File: config.mk
export PLATFORM = sky130hd
export DESIGN_NAME = cpu_if_coherency
export DESIGN_NICKNAME = d
export VERILOG_FILES = /design/src/verilog/cpu_if_pkg.sv /design/src/verilog/shared_reg.sv /design/src/verilog/cpu_if_coherency.sv
export SDC_FILE = /design/constraint.sdc
export NUM_CORES = 2
export LEC_CHECK = 0
export BUFFER_PORTS_ARGS = -buffer_cell sky130_fd_sc_hd__buf_4
export CORE_ASPECT_RATIO = 1.5
export CORE_UTILIZATION = 50
export CTS_BUF_LIST = sky130_fd_sc_hd__clkbuf_8
export DETAILED_ROUTE_END_ITERATION = 12
export PLACE_DENSITY = 0.78
export SETUP_SLACK_MARGIN = 0.15
export SLEW_MARGIN = 0
export SYNTH_ARGS = -nofsm -noshare
export SYNTH_HDL_FRONTEND = slang
export SYNTH_SLANG_ARGS = --single-unit
export TNS_END_PERCENT = 100
File: constraint.sdc
create_clock -name clk -period 2.8 [get_ports clk]
set_clock_uncertainty 0.05 [all_clocks]
set_input_delay 0.56 -clock clk [delete_from_list [all_inputs] [get_ports clk]]
set_output_delay 0.56 -clock clk [all_outputs]
set_load 0.05 [all_outputs]
File: src/verilog/cpu_if_pkg.sv
// How it works
// - Priority mask shared by both views
// - Group 0 active priority shared storage
// - Non-secure active priority shares group 1 copy
// - Common binary point bit steers binary point
// - Sharing mode change makes contents unknown, except the binary points
// - Same priority bits and minimum binary point
// - Enable bits block memory-mapped register sets
// - Virtual memory-mapped set still provided; only the physical set takes writes
// - Forbidden memory-mapped accesses are flagged
// - Priority mask write takes effect alone
// - Acknowledge reads self-synchronise when masked
// - Exception return applies interrupt reassignment together
// - Barrier publishes mask when hint enabled
// - Barrier publishes last generate register writes
// - Barrier publishes latest group enable values
// - Barrier publishes last shared acknowledged identifier
// - Barrier publishes last private acknowledged identifier
// - Barrier publishes last direct-injected virtual identifier
// - Barrier publishes shared deactivate commands
// - Barrier publishes private deactivate commands
// - Read-only ignores writes, write-only reads unknown
package cpu_if_pkg;
  localparam int PRIO_BITS = 8;
  localparam int AP_WORDS  = 4;
  localparam int BP_BITS   = 3;
  localparam int ID_BITS   = 24;

  // Register indices within each view (byte address = 4 * index)
  localparam logic [7:0] REG_PRIORITY_MASK  = 8'h00;
  localparam logic [7:0] REG_BINARY_POINT   = 8'h01;
  localparam logic [7:0] REG_ALIAS_BP       = 8'h02;
  localparam logic [7:0] REG_CONTROL        = 8'h03;
  localparam logic [7:0] REG_SGI_GENERATE   = 8'h04;
  localparam logic [7:0] REG_STATUS         = 8'h05;
  localparam logic [7:0] REG_GROUP0_AP_BASE = 8'h10;
  localparam logic [7:0] REG_NS_AP_BASE     = 8'h20;

  // Control register fields
  localparam int CTL_COMMON_BINARY_POINT_CONTROL   = 0;
  localparam int CTL_PRIORITY_HINT_ENABLE   = 1;
  localparam int CTL_EN_G0  = 2;
  localparam int CTL_EN_G1  = 3;
  localparam int CTL_VEN_G0 = 4;
  localparam int CTL_VEN_G1 = 5;

  localparam logic [BP_BITS-1:0]   BP_G0_MIN  = 3'h2;
  localparam logic [PRIO_BITS-1:0] PRIO_RESET = 8'h00;

  typedef enum logic [1:0] {
    VIEW_PHYS,
    VIEW_HYP,
    VIEW_VIRT
  } mmio_view_t;

  typedef struct packed {
    logic [PRIO_BITS-1:0] priority_mask;
    logic                 priority_hint_enable;
    logic                 group0_enable;
    logic                 group1_enable;
    logic                 vgroup0_enable;
    logic                 vgroup1_enable;
    logic [31:0]          sgi_generate;
    logic [ID_BITS-1:0]   spi_ack_id;
    logic [ID_BITS-1:0]   local_ack_id;
    logic [ID_BITS-1:0]   virtual_locality_interrupt_ack_id;
    logic [ID_BITS-1:0]   spi_deactivate_id;
    logic [ID_BITS-1:0]   local_deactivate_id;
  } publish_t;

  typedef struct packed {
    logic                 wr;
    logic [7:0]           index;
    logic [31:0]          data;
  } sysreg_req_t;
endpackage

File: src/verilog/shared_reg.sv
`timescale 1ns/1ps
// One storage cell with two write ports; sysreg port wins on a collision
module shared_reg #(
  parameter int          W   = 8,
  parameter logic [W-1:0] RST = '0
) (
  // Clock and reset
  input  wire logic         clk,
  input  wire logic         rst_n,
  // Scramble on sharing mode change
  input  wire logic         scramble,
  // Ports
  input  wire logic         we_a,
  input  wire logic [W-1:0] wd_a,
  input  wire logic         we_b,
  input  wire logic [W-1:0] wd_b,
  output logic      [W-1:0] q
);
  always_ff @(posedge clk) begin
    if (!rst_n) begin
      q <= RST;
    end else if (scramble) begin
      q <= ~q;
    end else if (we_a) begin
      q <= wd_a;
    end else if (we_b) begin
      q <= wd_b;
    end
  end
endmodule

File: src/verilog/cpu_if_coherency.sv
// Our own choices: the APB slave port and the register addresses.
`timescale 1ns/1ps
module cpu_if_coherency (
  // Clock and reset
  input  wire logic                 clk,
  input  wire logic                 rst_n,
  // APB memory-mapped view
  input  wire logic                 psel,
  input  wire logic                 penable,
  input  wire logic                 pwrite,
  input  wire logic [11:0]          paddr,
  input  wire logic [31:0]          pwdata,
  output logic      [31:0]          prdata,
  output logic                      pready,
  output logic                      pslverr,
  // System register view
  input  wire cpu_if_pkg::sysreg_req_t sys_req,
  input  wire logic                 sys_valid,
  output logic      [31:0]          sys_rdata,
  // Access enables and core state
  input  wire logic                 sre_secure,
  input  wire logic                 sre_hyp,
  input  wire logic                 sre_nonsecure,
  input  wire logic                 secure_access,
  input  wire logic                 fiq_mask_bit,
  input  wire logic                 irq_mask_bit,
  input  wire logic                 exception_return,
  input  wire logic                 group0_is_fiq_next,
  // Interrupt acknowledge and deactivate events
  input  wire logic                 ack_valid,
  input  wire logic                 ack_is_spi,
  input  wire logic                 ack_is_virtual_locality_interrupt_direct,
  input  wire logic [cpu_if_pkg::ID_BITS-1:0] ack_id,
  input  wire logic                 ack_read_group1,
  input  wire logic                 deact_valid,
  input  wire logic                 deact_is_spi,
  input  wire logic [cpu_if_pkg::ID_BITS-1:0] deact_id,
  // Barrier
  input  wire logic                 data_sync_barrier,
  // Outputs to core and distributor side
  output logic [cpu_if_pkg::PRIO_BITS-1:0] effective_priority_mask,
  output logic                      ack_sync_done,
  output logic                      group0_is_fiq,
  output logic                      forbidden_access,
  output cpu_if_pkg::publish_t      published
);
  localparam int PB = cpu_if_pkg::PRIO_BITS;
  localparam int BB = cpu_if_pkg::BP_BITS;

  // APB decode
  logic       setup;
  logic       access;
  logic [7:0] apb_idx;
  // View select: 0 physical, 1 hypervisor, 2 virtual
  logic [1:0] apb_view;
  logic       view_blocked;
  logic       apb_we;

  assign access  = psel && penable && pready;
  assign setup   = psel && !penable;
  assign apb_idx = paddr[9:2];
  assign apb_view = paddr[11:10];

  always_comb begin
    case (apb_view)
      2'h0:    view_blocked = sre_secure;
      2'h1:    view_blocked = sre_hyp;
      2'h2:    view_blocked = sre_nonsecure;
      default: view_blocked = 1'b1;
    endcase
  end

  // Blocked sets are read-as-zero, write-ignored
  assign apb_we = access && pwrite && !view_blocked && apb_view == 2'h0;

  logic sys_we;
  assign sys_we = sys_valid && sys_req.wr;

  // Sharing required while secure enable is programmable-and-clear; change scrambles
  logic share_q;
  logic scramble;
  always_ff @(posedge clk) begin
    if (!rst_n) begin
      share_q <= 1'b1;
    end else begin
      share_q <= !sre_secure;
    end
  end
  assign scramble = share_q != !sre_secure;

  // Priority mask
  logic [PB-1:0] pmr;
  shared_reg #(.W(PB), .RST(cpu_if_pkg::PRIO_RESET)) u_pmr (
    .clk      (clk),
    .rst_n    (rst_n),
    .scramble (scramble),
    .we_a     (sys_we && sys_req.index == cpu_if_pkg::REG_PRIORITY_MASK),
    .wd_a     (sys_req.data[PB-1:0]),
    .we_b     (apb_we && apb_idx == cpu_if_pkg::REG_PRIORITY_MASK),
    .wd_b     (pwdata[PB-1:0]),
    .q        (pmr)
  );

  // Active priority words: group 0 and non-secure/group 1
  logic [31:0] ap0 [cpu_if_pkg::AP_WORDS];
  logic [31:0] ap1 [cpu_if_pkg::AP_WORDS];
  for (genvar n = 0; n < cpu_if_pkg::AP_WORDS; n++) begin : g_ap
    shared_reg #(.W(32)) u_ap0 (
      .clk      (clk),
      .rst_n    (rst_n),
      .scramble (scramble),
      .we_a     (sys_we && sys_req.index == cpu_if_pkg::REG_GROUP0_AP_BASE + 8'(n)),
      .wd_a     (sys_req.data),
      .we_b     (apb_we && apb_idx == cpu_if_pkg::REG_GROUP0_AP_BASE + 8'(n)),
      .wd_b     (pwdata),
      .q        (ap0[n])
    );
    shared_reg #(.W(32)) u_ap1 (
      .clk      (clk),
      .rst_n    (rst_n),
      .scramble (scramble),
      .we_a     (sys_we && sys_req.index == cpu_if_pkg::REG_NS_AP_BASE + 8'(n)),
      .wd_a     (sys_req.data),
      .we_b     (apb_we && apb_idx == cpu_if_pkg::REG_NS_AP_BASE + 8'(n)),
      .wd_b     (pwdata),
      .q        (ap1[n])
    );
  end

  // Control word (common binary point, hint enable, group enables)
  logic [5:0] ctl;
  shared_reg #(.W(6)) u_ctl (
    .clk      (clk),
    .rst_n    (rst_n),
    .scramble (scramble),
    .we_a     (sys_we && sys_req.index == cpu_if_pkg::REG_CONTROL),
    .wd_a     (sys_req.data[5:0]),
    .we_b     (apb_we && apb_idx == cpu_if_pkg::REG_CONTROL),
    .wd_b     (pwdata[5:0]),
    .q        (ctl)
  );

  // Binary points: secure MMIO accesses hit sysreg state while common bit is 0
  logic [BB-1:0] bp0;
  logic [BB-1:0] bp1;
  logic          mmio_bp_shared;
  assign mmio_bp_shared = secure_access && !ctl[cpu_if_pkg::CTL_COMMON_BINARY_POINT_CONTROL];

  function automatic logic [BB-1:0] clamp_bp0(input logic [BB-1:0] v);
    clamp_bp0 = (v < cpu_if_pkg::BP_G0_MIN) ? cpu_if_pkg::BP_G0_MIN : v;
  endfunction

  shared_reg #(.W(BB), .RST(cpu_if_pkg::BP_G0_MIN)) u_bp0 (
    .clk      (clk),
    .rst_n    (rst_n),
    .scramble (1'b0),
    .we_a     (sys_we && sys_req.index == cpu_if_pkg::REG_BINARY_POINT),
    .wd_a     (clamp_bp0(sys_req.data[BB-1:0])),
    .we_b     (apb_we && mmio_bp_shared && apb_idx == cpu_if_pkg::REG_BINARY_POINT),
    .wd_b     (clamp_bp0(pwdata[BB-1:0])),
    .q        (bp0)
  );
  shared_reg #(.W(BB), .RST(cpu_if_pkg::BP_G0_MIN)) u_bp1 (
    .clk      (clk),
    .rst_n    (rst_n),
    .scramble (1'b0),
    .we_a     (sys_we && sys_req.index == cpu_if_pkg::REG_ALIAS_BP),
    .wd_a     (sys_req.data[BB-1:0]),
    .we_b     (apb_we && mmio_bp_shared && apb_idx == cpu_if_pkg::REG_ALIAS_BP),
    .wd_b     (pwdata[BB-1:0]),
    .q        (bp1)
  );

  // SOFTWARE_GENERATED_INTERRUPT generate write latch, written from the system register view only
  logic [31:0] sgi_q;
  always_ff @(posedge clk) begin
    if (!rst_n) begin
      sgi_q <= '0;
    end else if (sys_we && sys_req.index == cpu_if_pkg::REG_SGI_GENERATE) begin
      sgi_q <= sys_req.data;
    end
  end

  // Common read mux
  function automatic logic [31:0] read_reg(input logic [7:0] idx);
    read_reg = '0;
    if (idx == cpu_if_pkg::REG_PRIORITY_MASK) read_reg = 32'(pmr);
    if (idx == cpu_if_pkg::REG_BINARY_POINT) read_reg = 32'(bp0);
    if (idx == cpu_if_pkg::REG_ALIAS_BP) read_reg = 32'(bp1);
    if (idx == cpu_if_pkg::REG_CONTROL) read_reg = 32'(ctl);
    if (idx == cpu_if_pkg::REG_STATUS) read_reg = {30'h0, share_q, forbidden_access};
    // Write-only generate register reads an arbitrary value
    if (idx == cpu_if_pkg::REG_SGI_GENERATE) read_reg = 32'hDEAD_BEEF;
    for (int n = 0; n < cpu_if_pkg::AP_WORDS; n++) begin
      if (idx == cpu_if_pkg::REG_GROUP0_AP_BASE + 8'(n)) read_reg = ap0[n];
      if (idx == cpu_if_pkg::REG_NS_AP_BASE + 8'(n)) read_reg = ap1[n];
    end
  endfunction

  // APB slave: one wait state, answers in the second access cycle
  always_ff @(posedge clk) begin
    if (!rst_n) begin
      pready  <= 1'b0;
      prdata  <= '0;
      pslverr <= 1'b0;
    end else begin
      pready  <= psel && penable && !pready;
      pslverr <= 1'b0;
      if (psel && penable && !pready && !pwrite) begin
        prdata <= view_blocked ? 32'h0000_0000 : read_reg(apb_idx);
      end
    end
  end

  always_ff @(posedge clk) begin
    if (!rst_n) begin
      sys_rdata <= '0;
    end else if (sys_valid && !sys_req.wr) begin
      sys_rdata <= read_reg(sys_req.index);
    end
  end

  // Sticky forbidden-access flag, cleared by a system register write of the status register
  always_ff @(posedge clk) begin
    if (!rst_n) begin
      forbidden_access <= 1'b0;
    end else if (access && view_blocked) begin
      forbidden_access <= 1'b1;
    end else if (sys_we && sys_req.index == cpu_if_pkg::REG_STATUS) begin
      forbidden_access <= 1'b0;
    end
  end

  // Mask seen by the core follows the shared storage with no barrier needed
  always_ff @(posedge clk) begin
    if (!rst_n) begin
      effective_priority_mask <= cpu_if_pkg::PRIO_RESET;
    end else begin
      effective_priority_mask <= pmr;
    end
  end

  // Acknowledge read completes synchronised when the matching mask is set
  always_ff @(posedge clk) begin
    if (!rst_n) begin
      ack_sync_done <= 1'b0;
    end else begin
      ack_sync_done <= ack_valid && (ack_read_group1 ? irq_mask_bit : fiq_mask_bit);
    end
  end

  // FIQ/IRQ assignment is loaded on the exception return and changes in the cycle after it
  always_ff @(posedge clk) begin
    if (!rst_n) begin
      group0_is_fiq <= 1'b1;
    end else if (exception_return) begin
      group0_is_fiq <= group0_is_fiq_next;
    end
  end

  // Pending values collected between barriers
  logic [cpu_if_pkg::ID_BITS-1:0] spi_ack_q, loc_ack_q, virtual_locality_interrupt_ack_q, spi_de_q, loc_de_q;
  always_ff @(posedge clk) begin
    if (!rst_n) begin
      spi_ack_q  <= '0;
      loc_ack_q  <= '0;
      virtual_locality_interrupt_ack_q <= '0;
    end else if (ack_valid) begin
      if (ack_is_virtual_locality_interrupt_direct) begin
        virtual_locality_interrupt_ack_q <= ack_id;
      end else if (ack_is_spi) begin
        spi_ack_q <= ack_id;
      end else begin
        loc_ack_q <= ack_id;
      end
    end
  end

  always_ff @(posedge clk) begin
    if (!rst_n) begin
      spi_de_q <= '0;
      loc_de_q <= '0;
    end else if (deact_valid) begin
      if (deact_is_spi) begin
        spi_de_q <= deact_id;
      end else begin
        loc_de_q <= deact_id;
      end
    end
  end

  // Barrier publishes everything written before its own cycle, the mask only while hint is enabled
  always_ff @(posedge clk) begin
    if (!rst_n) begin
      published <= '0;
    end else if (data_sync_barrier) begin
      if (ctl[cpu_if_pkg::CTL_PRIORITY_HINT_ENABLE]) begin
        published.priority_mask <= pmr;
      end
      published.priority_hint_enable <= ctl[cpu_if_pkg::CTL_PRIORITY_HINT_ENABLE];
      published.sgi_generate         <= sgi_q;
      published.group0_enable        <= ctl[cpu_if_pkg::CTL_EN_G0];
      published.group1_enable        <= ctl[cpu_if_pkg::CTL_EN_G1];
      published.vgroup0_enable       <= ctl[cpu_if_pkg::CTL_VEN_G0];
      published.vgroup1_enable       <= ctl[cpu_if_pkg::CTL_VEN_G1];
      published.spi_ack_id           <= spi_ack_q;
      published.local_ack_id         <= loc_ack_q;
      published.virtual_locality_interrupt_ack_id          <= virtual_locality_interrupt_ack_q;
      published.spi_deactivate_id    <= spi_de_q;
      published.local_deactivate_id  <= loc_de_q;
    end
  end
endmodule

==> results.sh <==
export IMPL_grt_use_met1_pct=46.5
export IMPL_grt_remaining_overflow=0
export IMPL_cts_tree="yes"
export IMPL_yosysWarnings=0
export IMPL_hold_viol=0
export IMPL_drtAntennaViolNets=0
export IMPL_total_power_uw=23900
export IMPL_seq_area_frac_synth_pct=37.1
export IMPL_leakagePower_uw=0.0177
export IMPL_drtIter0Drc=4968
export IMPL_cp_start_kind="input port"
export IMPL_yosys_area_top_type="dfxtp_1"
export IMPL_nNetsFinal=4877
export IMPL_fin_crit_sh_pct=81.4
export IMPL_tightestPinTransition_ps=1090
export IMPL_muxShareOfSynthArea_pct=12.2
export IMPL_cp_end_kind="flip-flop"
export IMPL_gr_max_usage_layer="met2"
export IMPL_rsz0062_at_grt="false"
export IMPL_synth_top_area_share_pct=37.1
export IMPL_period_minus_slack_ps=2280
export IMPL_peakVddDrop_v=0.000363
export IMPL_synth_compound_area_share_pct=31.1
export IMPL_met2_usage_pct=66.2
export IMPL_synth_area_leaders="dfxtp_1 (37%), a21oi_1 (7.9%), nand2_1 (7.2%)"
export IMPL_vias=39500
export IMPL_synthAdderAreaFrac_pct=0
export IMPL_wl_mm=163
export IMPL_wl_per_cell_microns=28.4
export IMPL_dp_hpwl_mm=107
export IMPL_core_area_sq_um=71500
export IMPL_cp_arrival_ps=2880
export IMPL_die_area_sq_um=73400
export IMPL_grt_pass1_wl_mm=239
export IMPL_syn_cell_area_sq_um=36100
export IMPL_rows=120
export IMPL_yosys_area_share_simple_pct=13.6
export IMPL_clkTransAtPathRegs_ps=70
export IMPL_path_max_fanout=13
export IMPL_initial_core_util_pct=50.5
export IMPL_power_density_nw_per_um2=544
export IMPL_clock_sinks=670
export IMPL_maxCapViolCount=0
export IMPL_clock_latency_ps=790
export IMPL_synth_flop_cell="dfxtp_1"
export IMPL_slew_violations=0
export IMPL_final_cell_count_no_fill=5732
export IMPL_synth_edf_count=0
export IMPL_grt_util_met3_pct=14.3
export IMPL_globalRouteTotalUtil_pct=42.7
export IMPL_multi_input_area_sq_um=20800
export IMPL_seqCellArea_sq_um=13400
export IMPL_syn_inst=4402
export IMPL_setup_viol=0
export IMPL_final_cell_mix="nand2_1 (697), dfxtp_1 (670), buf_4 (611)"
export IMPL_final_fill_count=6191
export IMPL_grt_pass1_vias=37800
export IMPL_io_pins=396
export IMPL_cts_buffers=104
export IMPL_post_cts_resized=0
export IMPL_status="finished clean"
export IMPL_worst_setup_path_type="input port to flip-flop"
export IMPL_yosysUniqueCellTypes=85
export IMPL_root_buffer="clkbuf_8"
export IMPL_routed_via_density=6.90
export IMPL_cts_max_path_buffers=3
export IMPL_grt_antenna_before_repair=13
export IMPL_drc=0
export IMPL_syn_area_per_cell_sq_um=8.21
export IMPL_die_h_microns=331
export IMPL_drt_pass1_iterations=7
export IMPL_io_buffer_count=392
export IMPL_h_tree_depth=3
export IMPL_synthToLayoutAreaGrowth_pct=21.7
export IMPL_async_flop_share_pct=0
export IMPL_synth_xor_xnor_area_share_pct=0.0970
export IMPL_hold_class="input port to flip-flop"
export IMPL_final_common_cell="nand2_1"
export IMPL_die_w_microns=221
export IMPL_cp_required_ps=3400
export IMPL_slew_headroom_pct=27.0
export IMPL_routabilityCongestion=1.05
export IMPL_grt_max_degree=149
export IMPL_dp_cells=5509
export IMPL_pre_cts_ws_ps=-33.6
export IMPL_setup_ws_ps=520
export IMPL_syn_nets=4556
export IMPL_drive_above_1_share_pct=23.0
export IMPL_max_freq_mhz=439
export IMPL_ys_seq_elements=670
export IMPL_synth_top_family_by_area="compound AO/OA/AOI/OAI gates"
export IMPL_whs_ps=20.9
-- worst max-delay path, cell delays in order --
cell,delay (ps)
dlygate4sd3_1,520
buf_4,110
and3_1,210
nand2_1,180
nor3_4,680
buf_12,240
a21oi_1,90
a311oi_1,240
-- final timing paths --
kind                                        from                             endpoint  slack (ps)  depth (start not counted)
max                                      penable                   g_ap[1].u_ap0.q[9]         520                          8
min                                    ack_id[8]  virtual_locality_interrupt_ack_q[8]          20                          3
max reg2reg                               pready                   g_ap[1].u_ap0.q[9]         570                          6
min reg2reg  virtual_locality_interrupt_ack_q[9]  virtual_locality_interrupt_ack_q[9]         400                          2
-- logic make-up (layout without fill, tap and decap cells) --
| family | Yosys count | in the layout |
|---|---|---|
| multiplexers | 409 | 409 |
| flip-flops | 670 | 670 |
| other | 1 | 11 |
| buffers and inverters | 503 | 908 |
| AO/OA/AOI/OAI | 1678 | 1678 |
| AND/OR/NAND/NOR | 1137 | 1137 |
| XOR/XNOR | 4 | 4 |
-- Yosys cell counts, drive strengths merged (5+ instances only) --
library cell and count:
nand2b 19, a21o 7, a222oi 8, o21ai 285
o221ai 28, inv 5, o31ai 9, nor2b 10
and3 6, dfxtp 670, o211ai 16, mux2i 179
o22ai 39, nor4b 8, a211o 224, a22o 18
a21oi 569, o32ai 20, a221oi 69, nor2 258
nand2 697, or3 8, clkbuf 365, a311oi 226
and2 15, nand3 36, nor3 41, a211oi 5
o21a 7, a22oi 82, o311a 9, a32oi 7
mux2 228, or4b 8, buf 132, nor4 5
a31oi 12, a21boi 15
-- through the flow --
stage / instance area (sq um) / TNS (ps) / utilization [%]
after floorplan: 36100 / 0 / -
after global placement: 41500 / -188 / 58.1
after detailed placement: 41500 / -142 / 58.1
after CTS: 43900 / 0 / 61.5
after global routing: 43900 / 0 / 61.5
final: 44000 / 0 / 61.5
-- final cells by class --
| class | instances | area share, % |
|---|---|---|
| Clock buffer | 130 | 4.07 |
| Multi-Input combinational cell | 3229 | 47.3 |
| Inverter | 6 | 0.0683 |
| Sequential cell | 670 | 30.5 |
| Tap cell | 915 | 2.60 |
| Clock inverter | 60 | 0.919 |
| Timing Repair Buffer | 712 | 14.5 |
| Antenna cell | 10 | 0.0569 |
-- repair_timing --
| action | CTS | global route |
|---|---|---|
| hold endpoints to repair | 25 | 0 |
| hold buffers | 23 | 0 |
| buffers inserted | 0 | 0 |
-- routing by layer --
metal	up-vias	part of all wire [%]
li1	17100	-
met1	18600	34
met2	2912	44
met3	953	12
met4	8	9.8
met5	-	0.029
-- power by group --
group	switching, uW	leakage (uW)	internal, uW
clock network	4180	0.00125	4650
logic	2520	0.0109	1630
registers	798	0.00550	10100
total	7500	0.0177	16400
-- state kept, by name (all words and copies together) (netlist names), 3 cells and up --
name                              flops
published                           165
g_ap.u_ap0.q                        128
g_ap.u_ap1.q                        128
prdata                               32
sgi_q                                32
sys_rdata                            32
loc_ack_q                            24
loc_de_q                             24
spi_ack_q                            24
spi_de_q                             24
virtual_locality_interrupt_ack_q     24
effective_priority_mask               8
u_pmr.q                               8
u_ctl.q                               6
u_bp0.q                               3
u_bp1.q                               3
(Power assumes the default switching activity.)
